$ cat src/core/adcpe_pkg.sv
// Package for the power, echo and input-span configuration block.
// Assumes one 100 MHz core clock and 16-bit serial instruction frames.
package adcpe_pkg;

    // ----------------------------------------
    // Frame geometry
    // ----------------------------------------
    localparam int          ADCPE_WORD_W   = 16;       // Instruction width
    localparam logic [4:0]  ADCPE_CNT_FULL = 5'h10;    // Bits in a complete frame
    localparam int          ADCPE_HDR_HI   = 15;       // Register select field
    localparam int          ADCPE_HDR_LO   = 11;
    localparam int          ADCPE_MODE_BIT = 15;       // Clear selects mode control

    // ----------------------------------------
    // Register select codes in bits 15:11
    // ----------------------------------------
    localparam logic [4:0]  ADCPE_HDR_CFG     = 5'h10; // Converter configuration
    localparam logic [4:0]  ADCPE_HDR_UNIP    = 5'h11; // Unipolar pair setup
    localparam logic [4:0]  ADCPE_HDR_BIP     = 5'h12; // Bipolar pair setup
    localparam logic [4:0]  ADCPE_HDR_SPAN    = 5'h13; // Input span select
    localparam logic [4:0]  ADCPE_HDR_MASK_HI = 5'h14; // Scan mask channels 15..8
    localparam logic [4:0]  ADCPE_HDR_MASK_LO = 5'h15; // Scan mask channels 7..0

    // ----------------------------------------
    // Field positions
    // ----------------------------------------
    localparam int          ADCPE_SPM_HI   = 4;        // Static power field
    localparam int          ADCPE_SPM_LO   = 3;
    localparam int          ADCPE_ECHO_BIT = 2;        // Echo control bit
    localparam int          ADCPE_PAIR_HI  = 10;       // Per-pair bits, pair 0 on top
    localparam int          ADCPE_PAIR_LO  = 3;
    localparam int          ADCPE_SMOD_HI  = 14;       // Scan mode code
    localparam int          ADCPE_SMOD_LO  = 11;
    localparam int          ADCPE_CHS_HI   = 10;       // Channel select field
    localparam int          ADCPE_CHS_LO   = 7;
    localparam int          ADCPE_PAIRS    = 8;
    localparam int          ADCPE_CHANS    = 16;

    // ----------------------------------------
    // Static power encodings
    // ----------------------------------------
    localparam logic [1:0]  ADCPE_SPM_NORMAL  = 2'h0;
    localparam logic [1:0]  ADCPE_SPM_FULL    = 2'h1;
    localparam logic [1:0]  ADCPE_SPM_PARTIAL = 2'h2;

    // ----------------------------------------
    // Scan mode codes
    // ----------------------------------------
    localparam logic [3:0]  ADCPE_MODE_HOLD      = 4'h0;
    localparam logic [3:0]  ADCPE_MODE_MANUAL    = 4'h1;
    localparam logic [3:0]  ADCPE_MODE_REPEAT    = 4'h2;
    localparam logic [3:0]  ADCPE_MODE_ASC_INT   = 4'h3;
    localparam logic [3:0]  ADCPE_MODE_ASC_EXT   = 4'h4;  // ascending_scan_ext
    localparam logic [3:0]  ADCPE_MODE_TOP_INT   = 4'h5;
    localparam logic [3:0]  ADCPE_MODE_TOP_EXT   = 4'h6;  // top_scan_ext
    localparam logic [3:0]  ADCPE_MODE_MASK_INT  = 4'h7;  // masked_scan_int
    localparam logic [3:0]  ADCPE_MODE_MASK_EXT  = 4'h8;  // masked_scan_ext

    // ----------------------------------------
    // Reset values
    // ----------------------------------------
    localparam logic [1:0]  ADCPE_SPM_RST   = 2'h0;
    localparam logic        ADCPE_ECHO_RST  = 1'b0;
    localparam logic [7:0]  ADCPE_PAIR_RST  = 8'h00;
    localparam logic [15:0] ADCPE_MASK_RST  = 16'h0000;
    localparam logic [15:0] ADCPE_WORD_RST  = 16'h0000;
    localparam logic [3:0]  ADCPE_CHS_RST   = 4'h0;

    // ----------------------------------------
    // Types
    // ----------------------------------------
    typedef struct packed {
        logic cs_b;                                    // Frame select, low active
        logic sclk;                                    // Host serial clock
        logic din;                                     // Host serial data
    } adcpe_pins_t;

    typedef struct packed {
        logic [1:0] spm;                               // Static power field
        logic       echo;                              // Echo control
    } adcpe_cfg_t;

    typedef enum logic {
        ADCPE_IDLE,
        ADCPE_SHIFT
    } adcpe_state_t;

endpackage

$ cat src/core/adcpe_core.sv
// Serial configuration core: static power, instruction echo, input span,
// pair setup and channel choice by scan mode.
// Assumes a host that drives 16-bit frames, MSB first, with sclk far slower
// than i_clock; all pins are sampled through two flops.
`timescale 1ns/1ps
import adcpe_pkg::*;

// What this block does
// - Power field 00 keeps everything powered
// - Field 01 shuts all, registers kept
// - Field 10 keeps reference and buffer only
// - Echo clear: no instruction on output
// - Echo set: frame n word out in n+1
// - Echo starts one full frame after enable
// - Header 10011 writes the span register
// - Span bits 10..3 map pairs; set = full
// - Span bits reset zero; bits 2..0 unused
// - Span applies only to bipolar differential pairs
// - Mode from scan control; pair setup elsewhere
// - Every pair coded like the first pair
// - Manual, repeat, ascending, top use channel select
// - Masked scan modes use the sixteen-bit mask
module adcpe_core (
    // Clock and reset
    input  wire logic                          i_clock,
    input  wire logic                          i_rst_b,
    // Serial pins from the host
    input  wire adcpe_pkg::adcpe_pins_t        i_pins,
    // Serial data pin back to the host
    output logic                               o_dout,
    output logic                               o_dout_oe,
    // Power domain enables
    output logic                               o_main_power_en,
    output logic                               o_ref_power_en,
    // Pair setup to the analog front end
    output logic [adcpe_pkg::ADCPE_PAIRS-1:0]  o_pair_bipolar_diff,
    output logic [adcpe_pkg::ADCPE_PAIRS-1:0]  o_pair_unipolar_diff,
    output logic [adcpe_pkg::ADCPE_PAIRS-1:0]  o_pair_span_full,
    // Channel choice to the sequencer
    output logic [3:0]                         o_scan_mode,
    output logic [adcpe_pkg::ADCPE_CHANS-1:0]  o_channel_enable
);

    import adcpe_pkg::*;

    // ----------------------------------------
    // Pin synchronisation
    // ----------------------------------------
    adcpe_pins_t pin_lvl;                              // Synchronised levels
    adcpe_pins_t pin_rise;                             // Rising edge pulses
    adcpe_pins_t pin_fall;                             // Falling edge pulses

    adcpe_pin_sync #(
        .W       (3),
        .RST     (adcpe_pins_t'{cs_b: 1'b1, sclk: 1'b0, din: 1'b0})  // Deselected, sclk parked low
    ) u_sync (
        .i_clock (i_clock),
        .i_rst_b (i_rst_b),
        .i_async (i_pins),
        .o_level (pin_lvl),
        .o_rise  (pin_rise),
        .o_fall  (pin_fall)
    );

    // ----------------------------------------
    // State
    // ----------------------------------------
    adcpe_state_t             state_q, state_d;        // Frame tracker
    logic [4:0]               cnt_q, cnt_d;            // Bits taken this frame
    logic [ADCPE_WORD_W-1:0]  rx_q, rx_d;              // Incoming instruction
    logic [ADCPE_WORD_W-1:0]  tx_q, tx_d;              // Outgoing shift word
    logic [ADCPE_WORD_W-1:0]  echo_word_q, echo_word_d;// Word of the last frame, short or full
    logic                     echo_ok_q, echo_ok_d;    // Last word may be echoed
    logic                     echo_arm_q, echo_arm_d;  // Echo was on at frame start
    adcpe_cfg_t               cfg_q, cfg_d;            // Power and echo settings
    logic [7:0]               span_q, span_d;          // Span per pair, pair 0 on top
    logic [7:0]               unip_q, unip_d;          // Unipolar differential per pair
    logic [7:0]               bip_q, bip_d;            // Bipolar differential per pair
    logic [15:0]              mask_q, mask_d;          // Custom scan mask
    logic [3:0]               smode_q, smode_d;        // Scan mode code
    logic [3:0]               chs_q, chs_d;            // Channel select field
    logic                     dout_q, dout_d;          // Serial output flop
    logic                     oe_q, oe_d;              // Serial output enable

    // ----------------------------------------
    // Frame shifting and register decode
    // ----------------------------------------
    always_comb begin
        state_d     = state_q;
        cnt_d       = cnt_q;
        rx_d        = rx_q;
        tx_d        = tx_q;
        echo_word_d = echo_word_q;
        echo_ok_d   = echo_ok_q;
        echo_arm_d  = echo_arm_q;
        cfg_d       = cfg_q;
        span_d      = span_q;
        unip_d      = unip_q;
        bip_d       = bip_q;
        mask_d      = mask_q;
        smode_d     = smode_q;
        chs_d       = chs_q;
        dout_d      = dout_q;
        oe_d        = oe_q;
        case (state_q)
            // Waiting for the host to open a frame
            ADCPE_IDLE: begin
                if (pin_fall.cs_b) begin
                    state_d    = ADCPE_SHIFT;
                    cnt_d      = '0;
                    oe_d       = 1'b1;
                    // Echo off: nothing of the instruction goes out
                    if (cfg_q.echo && echo_ok_q) begin
                        tx_d = echo_word_q;
                    end else begin
                        tx_d = ADCPE_WORD_RST;
                    end
                    dout_d     = tx_d[ADCPE_WORD_W-1];
                    // Only frames that start with echo on feed the next one
                    echo_arm_d = cfg_q.echo;
                end
            end
            // Inside a frame
            ADCPE_SHIFT: begin
                if (pin_rise.cs_b) begin
                    state_d   = ADCPE_IDLE;
                    oe_d      = 1'b0;
                    dout_d    = 1'b0;
                    echo_word_d = rx_q;
                    // Short frames are dropped and break the echo chain
                    echo_ok_d = echo_arm_q && (cnt_q == ADCPE_CNT_FULL);
                    if (cnt_q == ADCPE_CNT_FULL) begin
                        if (!rx_q[ADCPE_MODE_BIT]) begin
                            // Scan control picks the mode
                            smode_d = rx_q[ADCPE_SMOD_HI:ADCPE_SMOD_LO];
                            chs_d   = rx_q[ADCPE_CHS_HI:ADCPE_CHS_LO];
                        end else begin
                            case (rx_q[ADCPE_HDR_HI:ADCPE_HDR_LO])
                                ADCPE_HDR_CFG: begin
                                    // Undefined power code 11 is stored as is
                                    cfg_d.spm  = rx_q[ADCPE_SPM_HI:ADCPE_SPM_LO];
                                    cfg_d.echo = rx_q[ADCPE_ECHO_BIT];
                                end
                                ADCPE_HDR_SPAN: begin
                                    // Bits 2..0 carry nothing and are dropped
                                    span_d = rx_q[ADCPE_PAIR_HI:ADCPE_PAIR_LO];
                                end
                                ADCPE_HDR_UNIP: begin
                                    unip_d = rx_q[ADCPE_PAIR_HI:ADCPE_PAIR_LO];
                                end
                                ADCPE_HDR_BIP: begin
                                    bip_d = rx_q[ADCPE_PAIR_HI:ADCPE_PAIR_LO];
                                end
                                ADCPE_HDR_MASK_HI: begin
                                    mask_d[15:8] = rx_q[ADCPE_PAIR_HI:ADCPE_PAIR_LO];
                                end
                                ADCPE_HDR_MASK_LO: begin
                                    mask_d[7:0] = rx_q[ADCPE_PAIR_HI:ADCPE_PAIR_LO];
                                end
                                default: begin
                                    // Other registers live outside this block
                                end
                            endcase
                        end
                    end
                end else begin
                    // Data taken on sclk rise, extra bits ignored
                    if (pin_rise.sclk && (cnt_q != ADCPE_CNT_FULL)) begin
                        rx_d  = {rx_q[ADCPE_WORD_W-2:0], pin_lvl.din};
                        cnt_d = cnt_q + 5'h01;
                    end
                    // Next output bit launched on sclk fall
                    if (pin_fall.sclk && (cnt_q != 5'h00)) begin
                        tx_d   = {tx_q[ADCPE_WORD_W-2:0], 1'b0};
                        dout_d = tx_q[ADCPE_WORD_W-2];
                    end
                end
            end
            default: begin
                state_d = ADCPE_IDLE;
                oe_d    = 1'b0;
                dout_d  = 1'b0;
            end
        endcase
    end

    // Shutdown never clears these: contents survive every power state
    always_ff @(posedge i_clock or negedge i_rst_b) begin
        if (!i_rst_b) begin
            state_q     <= ADCPE_IDLE;
            cnt_q       <= 5'h00;
            rx_q        <= ADCPE_WORD_RST;
            tx_q        <= ADCPE_WORD_RST;
            echo_word_q <= ADCPE_WORD_RST;
            echo_ok_q   <= 1'b0;
            echo_arm_q  <= 1'b0;
            cfg_q.spm   <= ADCPE_SPM_RST;
            cfg_q.echo  <= ADCPE_ECHO_RST;
            span_q      <= ADCPE_PAIR_RST;
            unip_q      <= ADCPE_PAIR_RST;
            bip_q       <= ADCPE_PAIR_RST;
            mask_q      <= ADCPE_MASK_RST;
            smode_q     <= ADCPE_MODE_HOLD;
            chs_q       <= ADCPE_CHS_RST;
            dout_q      <= 1'b0;
            oe_q        <= 1'b0;
        end else begin
            state_q     <= state_d;
            cnt_q       <= cnt_d;
            rx_q        <= rx_d;
            tx_q        <= tx_d;
            echo_word_q <= echo_word_d;
            echo_ok_q   <= echo_ok_d;
            echo_arm_q  <= echo_arm_d;
            cfg_q       <= cfg_d;
            span_q      <= span_d;
            unip_q      <= unip_d;
            bip_q       <= bip_d;
            mask_q      <= mask_d;
            smode_q     <= smode_d;
            chs_q       <= chs_d;
            dout_q      <= dout_d;
            oe_q        <= oe_d;
        end
    end

    // ----------------------------------------
    // Power domain decode
    // ----------------------------------------
    logic main_pwr_d;                                  // Converter core powered
    logic ref_pwr_d;                                   // Reference and buffer powered
    logic main_pwr_q;
    logic ref_pwr_q;

    // Unused code 11 falls back to full power, the safe side
    always_comb begin
        case (cfg_q.spm)
            ADCPE_SPM_NORMAL: begin
                main_pwr_d = 1'b1;
                ref_pwr_d  = 1'b1;
            end
            ADCPE_SPM_FULL: begin
                main_pwr_d = 1'b0;
                ref_pwr_d  = 1'b0;
            end
            ADCPE_SPM_PARTIAL: begin
                main_pwr_d = 1'b0;
                ref_pwr_d  = 1'b1;
            end
            default: begin
                main_pwr_d = 1'b1;
                ref_pwr_d  = 1'b1;
            end
        endcase
    end

    // ----------------------------------------
    // Per-pair setup, one copy of the pair 0 logic each
    // ----------------------------------------
    logic [ADCPE_PAIRS-1:0] pbip_d, punip_d, pspan_d;  // Next pair outputs
    logic [ADCPE_PAIRS-1:0] pbip_q, punip_q, pspan_q;

    for (genvar p = 0; p < ADCPE_PAIRS; p++) begin : g_pair
        // Register bit 7 is pair 0, bit 0 is pair 7
        always_comb begin
            pbip_d[p]  = bip_q[ADCPE_PAIRS-1-p];
            // Bipolar wins when both are set
            punip_d[p] = unip_q[ADCPE_PAIRS-1-p] & ~bip_q[ADCPE_PAIRS-1-p];
            // Span only reaches pairs that are bipolar differential
            pspan_d[p] = span_q[ADCPE_PAIRS-1-p] & bip_q[ADCPE_PAIRS-1-p];
        end
    end

    // ----------------------------------------
    // Channel choice per channel
    // ----------------------------------------
    logic [ADCPE_CHANS-1:0] chen_d, chen_q;            // Channels to convert

    for (genvar c = 0; c < ADCPE_CHANS; c++) begin : g_chan
        always_comb begin
            case (smode_q)
                ADCPE_MODE_MANUAL, ADCPE_MODE_REPEAT: begin
                    chen_d[c] = (chs_q == 4'(c));
                end
                ADCPE_MODE_ASC_INT, ADCPE_MODE_ASC_EXT: begin
                    chen_d[c] = (4'(c) <= chs_q);
                end
                ADCPE_MODE_TOP_INT, ADCPE_MODE_TOP_EXT: begin
                    chen_d[c] = (4'(c) >= chs_q);
                end
                ADCPE_MODE_MASK_INT, ADCPE_MODE_MASK_EXT: begin
                    chen_d[c] = mask_q[c];
                end
                default: begin
                    chen_d[c] = 1'b0;
                end
            endcase
        end
    end

    // Output flops so every port comes straight from a register
    always_ff @(posedge i_clock or negedge i_rst_b) begin
        if (!i_rst_b) begin
            main_pwr_q <= 1'b1;
            ref_pwr_q  <= 1'b1;
            pbip_q     <= ADCPE_PAIR_RST;
            punip_q    <= ADCPE_PAIR_RST;
            pspan_q    <= ADCPE_PAIR_RST;
            chen_q     <= ADCPE_MASK_RST;
        end else begin
            main_pwr_q <= main_pwr_d;
            ref_pwr_q  <= ref_pwr_d;
            pbip_q     <= pbip_d;
            punip_q    <= punip_d;
            pspan_q    <= pspan_d;
            chen_q     <= chen_d;
        end
    end

    // ----------------------------------------
    // Outputs
    // ----------------------------------------
    assign o_dout               = dout_q;
    assign o_dout_oe            = oe_q;
    assign o_main_power_en      = main_pwr_q;
    assign o_ref_power_en       = ref_pwr_q;
    assign o_pair_bipolar_diff  = pbip_q;
    assign o_pair_unipolar_diff = punip_q;
    assign o_pair_span_full     = pspan_q;
    assign o_scan_mode          = smode_q;
    assign o_channel_enable     = chen_q;

endmodule

$ cat src/core/adcpe_pin_sync.sv
// Two-flop synchroniser with edge pulses for the serial pins.
// Assumes the pins are asynchronous to i_clock and change slowly against it.
`timescale 1ns/1ps
module adcpe_pin_sync #(
    parameter int           W   = 3,
    parameter logic [W-1:0] RST = '1                   // Idle level of each pin
) (
    // Clock and reset
    input  wire logic         i_clock,
    input  wire logic         i_rst_b,
    // Raw pins
    input  wire logic [W-1:0] i_async,
    // Synchronised views
    output logic      [W-1:0] o_level,
    output logic      [W-1:0] o_rise,
    output logic      [W-1:0] o_fall
);

    logic [W-1:0] meta_q, meta_d;                      // First stage, read only by sync
    logic [W-1:0] sync_q, sync_d;                      // Second stage
    logic [W-1:0] prev_q, prev_d;                      // Delayed copy for edges

    // ----------------------------------------
    // Next values
    // ----------------------------------------
    always_comb begin
        meta_d = i_async;
        sync_d = meta_q;
        prev_d = sync_q;
    end

    // Stages start at each pin's idle level, so no false edge follows reset
    always_ff @(posedge i_clock or negedge i_rst_b) begin
        if (!i_rst_b) begin
            meta_q <= RST;
            sync_q <= RST;
            prev_q <= RST;
        end else begin
            meta_q <= meta_d;
            sync_q <= sync_d;
            prev_q <= prev_d;
        end
    end

    // Edges are seen only after the second stage
    assign o_level = sync_q;
    assign o_rise  = sync_q & ~prev_q;
    assign o_fall  = ~sync_q & prev_q;

endmodule

$ cat config.mk
export PLATFORM = sky130hd
export DESIGN_NAME = adcpe_core
export DESIGN_NICKNAME = d
export VERILOG_FILES = /design/src/core/adcpe_pkg.sv /design/src/core/adcpe_core.sv /design/src/core/adcpe_pin_sync.sv
export SDC_FILE = /design/constraint.sdc
export NUM_CORES = 1
export LEC_CHECK = 0
export BUFFER_PORTS_ARGS = -buffer_cell sky130_fd_sc_hd__buf_2
export CORE_UTILIZATION = 48
export CTS_CLUSTER_DIAMETER = 30
export DETAILED_ROUTE_END_ITERATION = 8
export HOLD_SLACK_MARGIN = 0.05
export PLACE_DENSITY = 0.66
export SYNTH_ARGS = -nofsm -noshare
export SYNTH_HDL_FRONTEND = slang
export SYNTH_SLANG_ARGS = --single-unit
$ cat constraint.sdc
create_clock -name i_clock -period 5.15 [get_ports i_clock]
set_input_delay 0.515 -clock i_clock [delete_from_list [all_inputs] [get_ports i_clock]]
set_output_delay 0.515 -clock i_clock [all_outputs]
set_load 0.05 [all_outputs]
==> run_summary.xml <==
<?xml version="1.0" encoding="UTF-8"?>
<metrics>
  <group name="global_routing">
    <metric name="via_count_of_the_first_global_routing_pass" unit="">4091</metric>
    <metric name="gr-total-overflow" unit="">0</metric>
    <metric name="antenna_found_initial" unit="">0</metric>
    <metric name="grt_first_pass_wirelength" unit="mm">21.12</metric>
    <metric name="grt.total_usage" unit="">0.1959</metric>
    <metric name="largest_net_degree_at_the_start_of_global_routing" unit="">129</metric>
  </group>
  <group name="critical_path">
    <metric name="worstSetupStartpoint" unit="">cnt_q[0]</metric>
    <metric name="critical_path.top_delay_family" unit="">compound AO/OA/AOI/OAI gates</metric>
    <metric name="worstSetupEndpointType" unit="">register</metric>
    <metric name="critPathMaxFanout" unit="">30</metric>
    <metric name="arrival" unit="ns">2.85</metric>
    <metric name="timing.critical_path.cells" unit="">inv_1 -&gt; ha_1 -&gt; or4b_2 -&gt; a41oi_2 -&gt; o21ai_0</metric>
    <metric name="timing.rr.end" unit="">tx_q[9]</metric>
    <metric name="reg2regPathDepth" unit="">5</metric>
    <metric name="timing.critical_path.required" unit="ns">5.41</metric>
    <metric name="reg2reg_from" unit="">cnt_q[0]</metric>
    <metric name="critPathLaunchType" unit="">register</metric>
    <metric name="setup.worst_path.class" unit="">reg -&gt; reg</metric>
    <metric name="reg2reg_slack" unit="ns">2.56</metric>
    <metric name="crit_path_max_incr_delay" unit="ns">0.91</metric>
    <metric name="critical_path.slowest_cell" unit="">a41oi_2</metric>
    <metric name="path_buf_inv" unit="">1</metric>
  </group>
  <group name="floorplanning">
    <metric name="die_area" unit="um2">14090</metric>
    <metric name="coreArea" unit="um2">13240</metric>
    <metric name="design.portCount" unit="">53</metric>
    <metric name="chip_width" unit="um">118.7</metric>
    <metric name="die-height" unit="um">118.7</metric>
    <metric name="rows" unit="">42</metric>
    <metric name="initial_util" unit="">0.4938</metric>
  </group>
  <group name="clock_tree">
    <metric name="largest_buffer_count_on_any_clock_path" unit="">2</metric>
    <metric name="cts_root_buf" unit="">clkbuf_16</metric>
    <metric name="htree_levels" unit="">4</metric>
    <metric name="clkSinkCount" unit="">158</metric>
    <metric name="cts_resized" unit="">0</metric>
    <metric name="cts_made_buffers" unit="">17</metric>
    <metric name="clkSlewWorstSetupHoldPaths" unit="ns">0.07</metric>
    <metric name="postCtsSetupRepairBufs" unit="">0</metric>
    <metric name="insertion_delay" unit="ns">0.42</metric>
    <metric name="postCtsHoldBufs" unit="">0</metric>
    <metric name="cts_tree" unit="">built</metric>
  </group>
  <group name="layout">
    <metric name="drive_gt1_frac" unit="">0.3369</metric>
    <metric name="multiInputGateArea" unit="um2">2412</metric>
    <metric name="num-fill-cells" unit="">1132</metric>
    <metric name="antenna-diode-count" unit="">0</metric>
    <metric name="area_delta_synth_final" unit="%">14.66</metric>
    <metric name="finalInstanceArea" unit="um2">7497</metric>
    <metric name="area.sequential" unit="um2">3960</metric>
    <metric name="stdcell_count" unit="">734</metric>
    <metric name="fin_nets" unit="">554</metric>
  </group>
  <group name="power">
    <metric name="power_density_of_the_placed_cells" unit="nW/um2">375.3</metric>
    <metric name="leakagePower" unit="nW">3.596</metric>
    <metric name="ir_drop" unit="mV">0.1811</metric>
  </group>
  <group name="sta">
    <metric name="tightestPinTransition" unit="ns">1.154</metric>
    <metric name="hold_violation_total_from_the_final_report" unit="">0</metric>
    <metric name="setup_viol" unit="">0</metric>
    <metric name="whs" unit="ns">0.1867</metric>
    <metric name="max_clock_freq" unit="MHz">386.5</metric>
    <metric name="timing.clock.skew" unit="ns">0.006839</metric>
    <metric name="finalWorstPathRequiredPeriod" unit="ns">2.588</metric>
    <metric name="final_min_period_over_clock_period" unit="">0.5025</metric>
    <metric name="timing.final.max_slew_violations" unit="">0</metric>
    <metric name="rsz0062_at_grt" unit="">no</metric>
    <metric name="maxSlewHeadroom" unit="">0.2254</metric>
    <metric name="sum_of_negative_setup_slack" unit="ns">0</metric>
  </group>
  <group name="run">
    <metric name="max_cap_violations" unit="">0</metric>
  </group>
  <group name="synthesis">
    <metric name="synth.top_cell.area_share" unit="">0.5855</metric>
    <metric name="count_of_flip_flops_with_a_built_in_enable_after_synthesis" unit="">0</metric>
    <metric name="ys_seq_area_frac" unit="">0.6056</metric>
    <metric name="dominantRegCellSynth" unit="">dfrtp_1</metric>
    <metric name="ys_ff_latch" unit="">158</metric>
    <metric name="ys_top_cells_by_area" unit="">dfrtp_1 59%, mux2_2 14%, nand2_1 2.3%</metric>
    <metric name="post_synth_inst_count" unit="">504</metric>
    <metric name="total_nets_after_synthesis" unit="">512</metric>
    <metric name="yosys_warnings" unit="">0</metric>
    <metric name="post_synth.cell_area_avg" unit="um2">12.97</metric>
    <metric name="synth-async-reset-ratio" unit="">1.000</metric>
    <metric name="synth_cell_types" unit="">61</metric>
    <metric name="mappedNetlistArea" unit="um2">6539</metric>
    <metric name="yosys_top_cell_by_area" unit="">dfrtp_1</metric>
  </group>
  <group name="placed_design">
    <metric name="port_buffers" unit="">52</metric>
    <metric name="placedInstanceArea" unit="um2">6900</metric>
    <metric name="placed_cells" unit="">703</metric>
    <metric name="place.detailed.hpwl" unit="mm">7.636</metric>
    <metric name="gp_congestion" unit="">0.8372</metric>
  </group>
  <group name="outcome">
    <metric name="outcome" unit="">finished clean</metric>
  </group>
  <group name="routing">
    <metric name="first_iter_violations" unit="">272</metric>
    <metric name="routed_wirelength" unit="mm">12.20</metric>
    <metric name="router_iterations_before_antenna_repair" unit="">5</metric>
    <metric name="num_vias" unit="">4062</metric>
    <metric name="avgViaCountPerCell" unit="">5.534</metric>
    <metric name="final_antenna_net_count" unit="">0</metric>
    <metric name="avgRoutedWirePerCell" unit="um">16.61</metric>
    <metric name="drt_drc_violations_left" unit="">0</metric>
  </group>
  <group name="worst_hold_path">
    <metric name="holdPathEnd" unit="">u_sync.meta_q[2]</metric>
    <metric name="min_delay_path_depth" unit="">1</metric>
    <metric name="hold_path.startpoint" unit="">i_pins[2]</metric>
    <metric name="worst_hold_path_type" unit="">in -&gt; reg</metric>
  </group>
</metrics>
## where the power goes
group          internal [mW]  switching, mW  total [mW]
Sequential              1.31         0.0951        1.40
Clock                  0.733          0.529        1.26
Combinational         0.0709         0.0790       0.150
Total                   2.11          0.703        2.81
## cells by family after synthesis
family / after synthesis / share of synthesized area
multiplexers: 90 / 0.1540
buffers and inverters: 38 / 0.02545
AO/OA/AOI/OAI: 90 / 0.09510
flip-flops: 158 / 0.6056
AND/OR/NAND/NOR: 122 / 0.1100
XOR/XNOR: 3 / 0.004019
adder cells (fa/ha/maj): 3 / 0.005741
## how the worst max path moves through the flow
| stage | end | slack [ns] | cells after the start |
|---|---|---|---|
| floorplan | o_channel_enable[8] | 3.05 | 6 |
| finish | tx_q[9] | 2.56 | 5 |
| CTS | tx_q[2] | 2.52 | 5 |
| global route | tx_q[8] | 2.28 | 5 |
| detailed placement | tx_q[10] | 2.52 | 5 |
| global placement | unip_q[0] | 2.62 | 4 |
## cells in the mapped netlist (all sizes together) (6+ instances only)
library cell  count
nor2             14
buf              13
dfrtp           153
a22o              6
inv               7
a21oi             8
mux2             85
and2             10
o21ai            27
nor2b            11
clkbuf           18
a22oi            17
nand2            40
nor3              9
## layout by cell type (no fill, tap or decap), drive strengths merged, types with 4 or more instances in the layout
cell | netlist | routed
a31oi | 4 | 4
o31ai | 4 | 4
a22oi | 17 | 17
clkbuf | 18 | 17
buf | 13 | 54
nor2 | 14 | 14
nor4 | 5 | 5
mux2i | 5 | 5
o21ai | 27 | 27
or2 | 4 | 4
nor2b | 11 | 11
dfrtp | 153 | 153
and2 | 10 | 10
a21oi | 8 | 8
dfstp | 5 | 5
nand2 | 40 | 40
mux2 | 85 | 85
inv | 7 | 18
nand2b | 5 | 5
a22o | 6 | 6
nand3 | 5 | 5
nor3 | 9 | 9
## stage by stage
| step | setup slack, ns | utilization | power, mW |
|---|---|---|---|
| 2_1_floorplan | 3.049 | - | 1.490 |
| 3_3_place_gp | 2.622 | 0.5211 | 1.572 |
| 3_5_place_dp | 2.519 | 0.5211 | 1.580 |
| 4_1_cts | 2.519 | 0.5661 | 2.855 |
| 5_1_grt | 2.283 | 0.5661 | 2.944 |
| 6_report | 2.562 | 0.5661 | 2.814 |
## registers in the layout, indices dropped and copies added, names as in the netlist, 5 cells and up
signal	cells
o_channel_enable	16
o_pair_bipolar_diff	8
rx_q	16
mask_q	16
echo_word_q	16
cnt_q	5
tx_q	15
span_q	8
unip_q	8
bip_q	8
o_pair_span_full	8
o_pair_unipolar_diff	8
## layout make-up
class                      count  share of cell area
sequential                   158              0.5282
timing repair buffer          54             0.03755
tap                          176             0.02937
multi-input combinational    308              0.3218
clock inverter                14             0.02286
inverter                       7            0.003505
clock buffer                  17             0.05674
## layer usage
| metal | part of all wire | global-route usage | up-vias |
|---|---|---|---|
| li1 | - | - | 1911 |
| met1 | 0.45 | 0.2640 | 2038 |
| met2 | 0.49 | 0.2990 | 97 |
| met3 | 0.035 | 0.04730 | 16 |
| met4 | 0.018 | 0.09335 | 0 |
| met5 | 0 | 0 | - |
No activity file was read; power rests on OpenSTA's default activity.
